## src/ppc_regs.svh

```systemverilog
// register offsets, field positions and reset values of the port phy control block
// assumes inclusion by bare name from any file that needs them
`ifndef PPC_REGS_SVH
`define PPC_REGS_SVH

// register indices; byte address is four times the index
`define PPC_IDX_CTRL 6'h02
`define PPC_IDX_STAT 6'h03

// control register fields
`define PPC_B_LED_OFF 15
`define PPC_B_TX_DIS 14
`define PPC_B_AN_RESTART 13
`define PPC_B_RSVD 12
`define PPC_B_PWR_DOWN 11
`define PPC_B_MDIX_DIS 10
`define PPC_B_FORCE_MDIX 9
`define PPC_B_FAR_LB 8
`define PPC_B_AN_EN 7
`define PPC_B_SPEED 6
`define PPC_B_DUPLEX 5
`define PPC_B_ADV_PAUSE 4
`define PPC_B_ADV_100F 3
`define PPC_B_ADV_100H 2
`define PPC_B_ADV_10F 1
`define PPC_B_ADV_10H 0

// reset value and writable bits of the control register
`define PPC_CTRL_RST 16'h009f
`define PPC_CTRL_WMASK 16'hefff

// status register fields
`define PPC_S_BUSY 0
`define PPC_S_SPEED 1
`define PPC_S_DUPLEX 2
`define PPC_S_FMDIX 3
`define PPC_S_AMDIX 4

`endif
```

## src/ppc_pkg.sv

```systemverilog
// types shared by the port phy control block
// assumes the constants header is included where offsets are needed
package ppc_pkg;
    // restart sequencer states
    typedef enum logic [1:0] {
        PPC_AN_IDLE = 2'b00,
        PPC_AN_KICK = 2'b01,
        PPC_AN_WAIT = 2'b10
    } ppc_an_e;
    // one register word
    typedef logic [15:0] ppc_word_t;
endpackage

```

## src/ppc_ahb_slave.sv

```systemverilog
// ahb-lite slave front end: zero wait states, always okay
// assumes a single master, single word transfers, one clock
`timescale 1ns/1ps
module ppc_ahb_slave #(
    parameter int ADDR_W = 8
) (
    // clock and reset
    input wire logic ref_clk,
    input wire logic nrst,
    // ahb-lite
    input wire logic hsel,
    input wire logic [ADDR_W-1:0] haddr,
    input wire logic [1:0] htrans,
    input wire logic hwrite,
    input wire logic [31:0] hwdata,
    input wire logic hready,
    output logic hreadyout,
    output logic hresp,
    output logic [31:0] hrdata,
    // register side
    output logic [5:0] rd_idx,
    input wire logic [15:0] rd_data,
    output logic wr_en,
    output logic [5:0] wr_idx,
    output logic [15:0] wr_data
);
    logic acc; // address phase taken this cycle
    logic wr_pend_q, wr_pend_d; // write data phase pending
    logic [5:0] wr_idx_q, wr_idx_d;
    logic [31:0] hrdata_d;

    // decode the address phase; nonseq or seq both count
    always_comb begin
        acc = hsel && htrans[1] && hready;
        rd_idx = 6'(haddr[ADDR_W-1:2]);
        wr_pend_d = acc && hwrite;
        wr_idx_d = acc ? rd_idx : wr_idx_q;
        // read data captured at the address edge so it stands in the data phase
        hrdata_d = (acc && !hwrite) ? {16'h0000, rd_data} : 32'h0000_0000;
    end

    // write strobe sits in the data phase, when hwdata is valid
    always_comb begin
        wr_en = wr_pend_q;
        wr_idx = wr_idx_q;
        wr_data = hwdata[15:0];
    end

    always_ff @(posedge ref_clk or negedge nrst) begin
        if (!nrst) begin
            wr_pend_q <= 1'b0;
            wr_idx_q <= 6'h00;
            hrdata <= 32'h0000_0000;
            hreadyout <= 1'b1;
            hresp <= 1'b0;
        end else begin
            wr_pend_q <= wr_pend_d;
            wr_idx_q <= wr_idx_d;
            hrdata <= hrdata_d;
            hreadyout <= 1'b1; // never stalls
            hresp <= 1'b0; // unmapped reads zero, writes ignored
        end
    end
endmodule

```

## src/ppc_led_blank.sv

```systemverilog
// led output stage: forces each led pin high while blanking
// assumes led patterns come from logic on the same clock
`timescale 1ns/1ps
module ppc_led_blank #(
    parameter int N = 4
) (
    // clock and reset
    input wire logic ref_clk,
    input wire logic nrst,
    // control
    input wire logic blank,
    input wire logic [N-1:0] led_in,
    // pins, active low leds
    output logic [N-1:0] led_out
);
    genvar i;
    generate
        for (i = 0; i < N; i++) begin : g_led
            logic nxt;
            // high turns the led off
            always_comb begin
                nxt = blank ? 1'b1 : led_in[i];
            end
            always_ff @(posedge ref_clk or negedge nrst) begin
                if (!nrst) begin
                    led_out[i] <= 1'b1; // dark through reset
                end else begin
                    led_out[i] <= nxt;
                end
            end
        end
    endgenerate
endmodule

```

## src/ppc_port_phy_ctrl.sv

```systemverilog
// second port phy control register with ahb-lite access and registered control outputs
// assumes negotiation, phy and led logic run on ref_clk, so their signals need no synchroniser
//
// Implementation choice: register access over AHB-Lite.
`timescale 1ns/1ps
`include "ppc_regs.svh"
module ppc_port_phy_ctrl #(
    parameter int ADDR_W = 8
) (
    // clock and reset
    input wire logic ref_clk,
    input wire logic nrst,
    // ahb-lite slave
    input wire logic hsel,
    input wire logic [ADDR_W-1:0] haddr,
    input wire logic [1:0] htrans,
    input wire logic hwrite,
    input wire logic [2:0] hsize,
    input wire logic [31:0] hwdata,
    input wire logic hready,
    output logic hreadyout,
    output logic hresp,
    output logic [31:0] hrdata,
    // negotiation results
    input wire logic an_done,
    input wire logic an_failed,
    input wire logic an_speed_100,
    input wire logic an_full_duplex,
    // led patterns from led logic
    input wire logic [3:0] led_state,
    // led pins
    output logic second_port_led_out_0,
    output logic second_port_led_out_1,
    output logic second_port_led_out_2,
    output logic second_port_led_out_3,
    // phy controls
    output logic tx_disable,
    output logic phy_power_down,
    output logic auto_mdix_en,
    output logic force_mdix,
    output logic far_end_loopback,
    output logic phy_speed_100,
    output logic phy_full_duplex,
    // negotiation controls
    output logic an_enable,
    output logic an_restart,
    output logic adv_pause,
    output logic adv_100_full,
    output logic adv_100_half,
    output logic adv_10_full,
    output logic adv_10_half
);
    // bus side
    logic [5:0] rd_idx; // index in the address phase
    logic [15:0] rd_data; // value offered to the read
    logic wr_en; // data phase write strobe
    logic [5:0] wr_idx;
    logic [15:0] wr_data;
    logic wr_ctrl; // write hits the control register
    // register state
    ppc_pkg::ppc_word_t ctrl_q, ctrl_d;
    ppc_pkg::ppc_an_e an_q, an_d;
    logic [3:0] led_pins;
    // next values of the registered outputs
    logic tx_dis_d, pwr_d, amdix_d, fmdix_d, lb_d, spd_d, dup_d, ane_d, rst_d;
    logic [4:0] adv_d;

    // hsize is not decoded: only whole words are supported

    // reads the register at a given index; the control word shows its next value so
    // a read right behind a write sees the new data
    function automatic logic [15:0] read_reg(input logic [5:0] idx);
        logic [15:0] v;
        v = 16'h0000;
        case (idx)
            `PPC_IDX_CTRL: v = ctrl_d;
            `PPC_IDX_STAT: begin
                v[`PPC_S_BUSY] = (an_q != ppc_pkg::PPC_AN_IDLE);
                v[`PPC_S_SPEED] = phy_speed_100;
                v[`PPC_S_DUPLEX] = phy_full_duplex;
                v[`PPC_S_FMDIX] = force_mdix;
                v[`PPC_S_AMDIX] = auto_mdix_en;
            end
            default: v = 16'h0000; // unmapped reads zero
        endcase
        return v;
    endfunction

    // bus front end
    ppc_ahb_slave #(.ADDR_W(ADDR_W)) u_bus (
        .ref_clk(ref_clk),
        .nrst(nrst),
        .hsel(hsel),
        .haddr(haddr),
        .htrans(htrans),
        .hwrite(hwrite),
        .hwdata(hwdata),
        .hready(hready),
        .hreadyout(hreadyout),
        .hresp(hresp),
        .hrdata(hrdata),
        .rd_idx(rd_idx),
        .rd_data(rd_data),
        .wr_en(wr_en),
        .wr_idx(wr_idx),
        .wr_data(wr_data)
    );

    // read mux
    always_comb begin
        rd_data = read_reg(rd_idx);
    end

    // control word: reserved bit 12 is masked so it stays zero
    always_comb begin
        wr_ctrl = wr_en && (wr_idx == `PPC_IDX_CTRL);
        ctrl_d = ctrl_q;
        if (wr_ctrl) begin
            ctrl_d = wr_data & `PPC_CTRL_WMASK;
        end
    end

    always_ff @(posedge ref_clk or negedge nrst) begin
        if (!nrst) begin
            ctrl_q <= `PPC_CTRL_RST;
        end else begin
            ctrl_q <= ctrl_d;
        end
    end

    // a control write that asks for a restart; shared by the sequencer and its checks
    function automatic logic restart_req(input logic wr, input logic [15:0] data);
        return wr && data[`PPC_B_AN_RESTART] && data[`PPC_B_AN_EN];
    endfunction

    // restart sequencer: a write of one to bit 13 kicks one restart pulse, then
    // waits for the negotiation to finish; a restart with negotiation off is dropped
    always_comb begin
        an_d = an_q;
        case (an_q)
            ppc_pkg::PPC_AN_IDLE: begin
                if (restart_req(wr_ctrl, wr_data)) begin
                    an_d = ppc_pkg::PPC_AN_KICK;
                end
            end
            ppc_pkg::PPC_AN_KICK: begin
                // a restart write landing on the pulse stretches it rather than being lost
                if (restart_req(wr_ctrl, wr_data)) begin
                    an_d = ppc_pkg::PPC_AN_KICK;
                end else begin
                    an_d = ppc_pkg::PPC_AN_WAIT;
                end
            end
            ppc_pkg::PPC_AN_WAIT: begin
                // a fresh restart write re-kicks; done, failure or disable end the wait
                if (restart_req(wr_ctrl, wr_data)) begin
                    an_d = ppc_pkg::PPC_AN_KICK;
                end else if (an_done || an_failed || !ctrl_q[`PPC_B_AN_EN]) begin
                    an_d = ppc_pkg::PPC_AN_IDLE;
                end
            end
            default: an_d = ppc_pkg::PPC_AN_IDLE;
        endcase
    end

    always_ff @(posedge ref_clk or negedge nrst) begin
        if (!nrst) begin
            an_q <= ppc_pkg::PPC_AN_IDLE;
        end else begin
            an_q <= an_d;
        end
    end

    // output decode from the next control word, so pins move with the register
    always_comb begin
        tx_dis_d = ctrl_d[`PPC_B_TX_DIS];
        pwr_d = ctrl_d[`PPC_B_PWR_DOWN];
        amdix_d = !ctrl_d[`PPC_B_MDIX_DIS];
        fmdix_d = ctrl_d[`PPC_B_MDIX_DIS] && ctrl_d[`PPC_B_FORCE_MDIX];
        lb_d = ctrl_d[`PPC_B_FAR_LB];
        ane_d = ctrl_d[`PPC_B_AN_EN];
        rst_d = (an_d == ppc_pkg::PPC_AN_KICK);
        // negotiated speed while negotiation is on; negotiated duplex only while it is on and has not failed
        spd_d = ane_d ? an_speed_100 : ctrl_d[`PPC_B_SPEED];
        dup_d = (ane_d && !an_failed) ? an_full_duplex : ctrl_d[`PPC_B_DUPLEX];
        adv_d = ctrl_d[4:0];
    end

    always_ff @(posedge ref_clk or negedge nrst) begin
        if (!nrst) begin
            tx_disable <= 1'b0;
            phy_power_down <= 1'b0;
            auto_mdix_en <= 1'b1;
            force_mdix <= 1'b0;
            far_end_loopback <= 1'b0;
            an_enable <= 1'b1;
            an_restart <= 1'b0;
            phy_speed_100 <= 1'b0;
            phy_full_duplex <= 1'b0;
            {adv_pause, adv_100_full, adv_100_half, adv_10_full, adv_10_half} <= 5'h1f;
        end else begin
            tx_disable <= tx_dis_d;
            phy_power_down <= pwr_d;
            auto_mdix_en <= amdix_d;
            force_mdix <= fmdix_d;
            far_end_loopback <= lb_d;
            an_enable <= ane_d;
            an_restart <= rst_d;
            phy_speed_100 <= spd_d;
            phy_full_duplex <= dup_d;
            {adv_pause, adv_100_full, adv_100_half, adv_10_full, adv_10_half} <= adv_d;
        end
    end

    // led pins, blanked high from the next control word
    ppc_led_blank #(.N(4)) u_led (
        .ref_clk(ref_clk),
        .nrst(nrst),
        .blank(ctrl_d[`PPC_B_LED_OFF]),
        .led_in(led_state),
        .led_out(led_pins)
    );

    always_comb begin
        second_port_led_out_0 = led_pins[0];
        second_port_led_out_1 = led_pins[1];
        second_port_led_out_2 = led_pins[2];
        second_port_led_out_3 = led_pins[3];
    end
endmodule

```

## config.mk

```make
export PLATFORM = sky130hd
export DESIGN_NAME = ppc_port_phy_ctrl
export DESIGN_NICKNAME = d
export VERILOG_FILES = /design/src/ppc_pkg.sv /design/src/ppc_ahb_slave.sv /design/src/ppc_led_blank.sv /design/src/ppc_port_phy_ctrl.sv
export VERILOG_INCLUDE_DIRS = /design/src
export SDC_FILE = /design/constraint.sdc
export NUM_CORES = 1
export LEC_CHECK = 0
export BUFFER_PORTS_ARGS = -buffer_cell sky130_fd_sc_hd__buf_2
export CELL_PAD_IN_SITES_DETAIL_PLACEMENT = 0
export CELL_PAD_IN_SITES_GLOBAL_PLACEMENT = 1
export CORE_ASPECT_RATIO = 1.25
export CORE_MARGIN = 3
export CORE_UTILIZATION = 23
export CTS_CLUSTER_DIAMETER = 40
export DETAILED_ROUTE_END_ITERATION = 10
export GPL_TIMING_DRIVEN = 0
export PLACE_DENSITY_LB_ADDON = 0.2
export SKIP_LAST_GASP = 1
export SLEW_MARGIN = 30
export SYNTH_ARGS = -nofsm -noshare
export SYNTH_HDL_FRONTEND = slang
export SYNTH_SLANG_ARGS = --single-unit
```

## constraint.sdc

```tcl
create_clock -name ref_clk -period 2.35 [get_ports ref_clk]
set_input_delay 0 -clock ref_clk [delete_from_list [all_inputs] [get_ports ref_clk]]
set_output_delay 0 -clock ref_clk [all_outputs]
set_load 0.02 [all_outputs]
```

### Yosys cells after proc, flatten, opt, wreduce, memory -nomap -nowiden

Index checks and enable logic that the tools add are counted.

* output and inout port bits: 52
* logic and storage cells: 61
* input bits: 58
* register bits after elaboration: 75

* equal/unequal tests: 6
* multiplexer cells: 15
* reduce and logical (&&, ||, !) cells: 17

Operator list (number)
* 16-bit 2-to-1 mux: 2
* 6-bit by 2-bit equality test with 1-bit output (second input constant): 3
* 11-bit 2-to-1 mux: 1
* 5-bit case mux with 2 select lines: 1
* 1-bit logical AND: 9
* 2-bit 2-to-1 mux: 4
* 1-bit 2-to-1 mux: 6
* 2-bit case mux with 3 select lines: 1
* 2-bit by 1-bit equality test with 1-bit output (second input constant): 2
* 1-bit logical NOT: 4
* 2-bit equality test (second input constant): 1
* 2-bit logical NOT: 1
* 1-bit logical OR: 2
* 2-bit nonzero test: 1

### Logic depth before layout (Yosys ltp)

* depth after elaboration: 7
* gate-level depth with buffers: 6
* gate-level depth less buffers: 4

### By module

From an unflattened synthesis, not the netlist that was laid out.

* cells, all modules: 196
* area total of the unflattened synthesis: 2381.0 µm²

Modules (own cells, without submodules)
* ppc_port_phy_ctrl: cells each 96, area each 1141.1 µm², times used 1, seq. area each 584.3 µm²
* ppc_ahb_slave: cells each 92, area each 1109.8 µm², times used 1, seq. area each 575.6 µm²
* ppc_led_blank: cells each 8, area each 130.1 µm², times used 1, seq. area each 105.1 µm²

### Worst setup path after synthesis

Ideal clock, no wire load.

* kind: flip-flop to flip-flop
* start point: reg u_bus.wr_idx_q[2] (netlist: u_bus.wr_idx[2])
* end point: reg u_bus.hrdata[1]
* clock period less this slack: 1576 ps
* setup time: 121 ps
* arrival: 1455 ps
* required time: 2229 ps
* slack: 774 ps
* stages on the path, launching flop included: 6
* buffers on the path: 1
* path through: dfrtp_1 > nor4b_4 > nand2_2 > buf_6 > mux2_4 > a22o_1

* cells in the longest elaborated chain, start to end: 5

Ends and longest elaborated chain
* start, declared: line ppc_ahb_slave.sv:29 `logic [5:0] wr_idx_q, wr_idx_d;`
* start signal, assigned: line ppc_ahb_slave.sv:58 `wr_idx_q <= wr_idx_d;`
* 6-bit by 2-bit equality test with 1-bit output (no source line)
* 1-bit logical AND: line ppc_port_phy_ctrl.sv:116 `` wr_ctrl = wr_en && (wr_idx == `PPC_IDX_CTRL); ``
* 16-bit 2-to-1 mux: line ppc_port_phy_ctrl.sv:118 `if (wr_ctrl) begin`
* named net ctrl_d[1]: line ppc_port_phy_ctrl.sv:61 `ppc_pkg::ppc_word_t ctrl_q, ctrl_d;`
* 5-bit case mux with 2 select lines: line ppc_port_phy_ctrl.sv:75 `case (idx)`
* 16-bit 2-to-1 mux: line ppc_ahb_slave.sv:39 `hrdata_d = (acc && !hwrite) ? {16'h0000, rd_data} : 32'h0000_0000;`
* named net u_bus.hrdata_d[1]: line ppc_ahb_slave.sv:30 `logic [31:0] hrdata_d;`
* end signal, assigned: line ppc_ahb_slave.sv:59 `hrdata <= hrdata_d;`
* end, declared: line ppc_ahb_slave.sv:19 `output logic [31:0] hrdata,`

The timed path passes the listed nets, and every way through them passes these cells.
A chain may end at the register's enable or synchronous reset.

### Worst setup path after layout

* start point: in haddr[7]
* end point: reg u_bus.hrdata[12]

* cells in the longest elaborated chain, start to end: 3

Ends and longest elaborated chain
* start, declared: line ppc_port_phy_ctrl.sv:15 `input wire logic [ADDR_W-1:0] haddr,`
* 6-bit by 2-bit equality test with 1-bit output: line ppc_port_phy_ctrl.sv:75
* 11-bit 2-to-1 mux: line ppc_port_phy_ctrl.sv:75
* 16-bit 2-to-1 mux: line ppc_ahb_slave.sv:39
* named net u_bus.hrdata_d[12]: line ppc_ahb_slave.sv:30

The timed path passes the listed nets, and every way through them passes these cells.

==> flow_metrics.env <==
export IMPL_status="finished clean"
export IMPL_cts_repair_resized=0
export IMPL_nets=326
export IMPL_grt_pass1_wl_um=7600
export IMPL_ctsHtreeMaxLevel=2
export IMPL_p_leak_nw=1.54
export IMPL_ys_seq_area_share_pct=61.6
export IMPL_drtAntennaViolNets=0
export IMPL_pre_cts_ws_ps=524
export IMPL_rsz0062_at_grt="false"
export IMPL_vias_per_cell=3.74
export IMPL_cts_buffer_depth=2
export IMPL_dieArea_um2=10100
export IMPL_yosys_area_top_type="dfrtp_1"
export IMPL_final_cell_mix="buf_2, dfrtp_1, dlygate4sd3_1"
export IMPL_overflow=0
export IMPL_yosys_top_cells_area="dfrtp_1, dfstp_2, buf_4"
export IMPL_synth_area_per_cell_um2=13.3
export IMPL_wl_per_cell_um=12.0
export IMPL_firstDrtPassIters=4
export IMPL_synth_edf_count=0
export IMPL_cap_violations=0
export IMPL_powerDensity_nw_per_um2=697
export IMPL_dp_cells=355
export IMPL_grtUsageTotal_pct=9.50
export IMPL_ys_flop_type="dfrtp_1"
export IMPL_drc=0
export IMPL_clock_latency_ps=300
export IMPL_wirelength_um=4630
export IMPL_drt_iter0_markers=28
export IMPL_dieWidth_um=90.5
export IMPL_finalPower_mw=2.07
export IMPL_worst_slew_pin_slew_ps=618
export IMPL_drive_gt1_share_pct=47.2
export IMPL_ys_seq_elements=50
export IMPL_cp_end_kind="register"
export IMPL_initial_core_util_pct=24.2
export IMPL_rows=37
export IMPL_vias=1442
export IMPL_cts_tree="done"
export IMPL_cts_hold_buf=23
export IMPL_antenna_found_initial=0
export IMPL_slowest_delay_ps=530
export IMPL_cts_setup_buffers=0
export IMPL_die_h_um=112
export IMPL_portBuffers=68
export IMPL_setup_tns_ps=0
export IMPL_finalMaxSlewViolations=0
export IMPL_setup_violations=0
export IMPL_gp_congestion=0.680
export IMPL_worstSetupPathType="primary input to register"
export IMPL_place_hpwl_um=3430
export IMPL_synthCells=154
export IMPL_async_flop_share_pct=100
export IMPL_syn_cell_area_um2=2050
export IMPL_worstPathRequired_ps=2590
export IMPL_use_met2_pct=15.7
export IMPL_crit_fanout=10
export IMPL_start_kind="primary input"
export IMPL_maxSlewHeadroom_pct=58.8
export IMPL_clk_pin_slew_ps=90
export IMPL_finalHoldViolations=0
export IMPL_synthToLayoutAreaGrowth_pct=44.9
export IMPL_fin_crit_sh_pct=80.5
export IMPL_ys_types=35
export IMPL_grt_pass1_vias=1526
export IMPL_yosys_warnings=0
export IMPL_ir_drop_uv=274
export IMPL_cts_made_buffers=5
export IMPL_core_um2=8470
export IMPL_met3_usage_pct=2.43
export IMPL_clock_skew_ps=4.54
export IMPL_arrival_ps=2130
export IMPL_fmax_mhz=528
export IMPL_root_buffer="clkbuf_8"
export IMPL_io_pins=110
export IMPL_grt_busiest_layer="met2"
export IMPL_diodes=0
export IMPL_grt_max_degree=51
export IMPL_crit_slowest_cell="dlygate4sd3_1"
export IMPL_hp_class="primary input to register"
export IMPL_synth_top_cell_area_share_pct=47.5
export IMPL_worstPathCellList="dlygate4sd3_1, buf_2, nor4_1, nand3_1, nor3_1, clkbuf_1, and2_1"
export IMPL_postLayoutSetupSlackWorst_ps=458
export IMPL_fin_cells=386
export IMPL_fin_crit_ps=1890
export IMPL_grt_use_met1_pct=11.7
export IMPL_layout_commonest_cell="buf_2"
export IMPL_cts_sinks=50
cell families after synthesis:
group	Yosys count	share of synthesized area, %
muxes	20	12.6
AOI/OAI and AO/OA	14	5.12
and+or+nand+nor	41	11.5
other	2	0.366
buffers and inverters	27	8.78
DFF	50	61.6
worst max-delay path: cells and delay by family:
| family | cells | cell delay, ps |
|---|---|---|
| and+or+nand+nor | 4 | 1050 |
| buffers and inverters | 3 | 1080 |
metrics by stage:
step / hold slack, ps / utilization, % / instance area (um^2)
final: 6.61 / 35.1 / 2980
after global routing: 10.6 / 35.1 / 2980
after CTS: 6.06 / 35.1 / 2980
after detailed placement: 65.6 / 30.7 / 2600
after global placement: 195 / 30.7 / 2600
after floorplan: -296 / - / 2110
synth_stat cells, types with 3 or more instances:
cell type,count
nand3_1,4
dfstp_2,11
buf_4,19
mux2_4,7
a22o_1,5
nor2_1,8
dfrtp_1,39
and2_1,8
nand2b_1,3
mux2_2,9
inv_1,6
nand2_1,6
mux2i_1,3
area by class of cell:
| cell class | instances | area, um^2 |
|---|---|---|
| Buffer | 21 | 158 |
| Clock buffer | 6 | 82.6 |
| Clock inverter | 2 | 60.1 |
| Fill cell | 868 | 5500 |
| Inverter | 6 | 22.5 |
| Multi-Input combinational cell | 93 | 668 |
| Sequential cell | 50 | 1260 |
| Tap cell | 117 | 146 |
| Timing Repair Buffer | 91 | 573 |
per-layer routing:
layer	share of wire, %	up-vias
met3	5.5	5
met4	1.7	0
met1	43	682
li1	-	706
met5	0	-
met2	50	49
power by group:
group,total (mW),switching (mW),internal (mW),leakage (nW)
clock network,0.732,0.279,0.454,0.0714
logic,0.345,0.182,0.163,0.848
registers,0.996,0.0418,0.954,0.619
total,2.07,0.502,1.57,1.54
registers in the layout, indices dropped and copies added (netlist names):
register	cells
u_bus.wr_en	1
an_q	2
phy_full_duplex	1
ctrl_q	16
auto_mdix_en	1
u_bus.wr_idx	6
force_mdix	1
phy_speed_100	1
u_led.led_out	4
u_bus.hrdata	16
an_restart	1
worst paths after layout:
path | start | slack [ps] | end | depth (start not counted)
hold reg to reg | ctrl_q[12] | 480 | ctrl_q[12] | 1
min in group asynchronous | nrst | 250 | ctrl_q[8] | 2
setup reg to reg | u_bus.wr_idx[2] | 570 | phy_full_duplex | 6
setup / recovery | haddr[7] | 460 | u_bus.hrdata[12] | 7
hold / removal | haddr[2] | 7 | u_bus.wr_idx[0] | 3
max in group asynchronous | nrst | 1680 | u_bus.hrdata[7] | 2
Note: power is estimated with default switching activity, not from simulation.
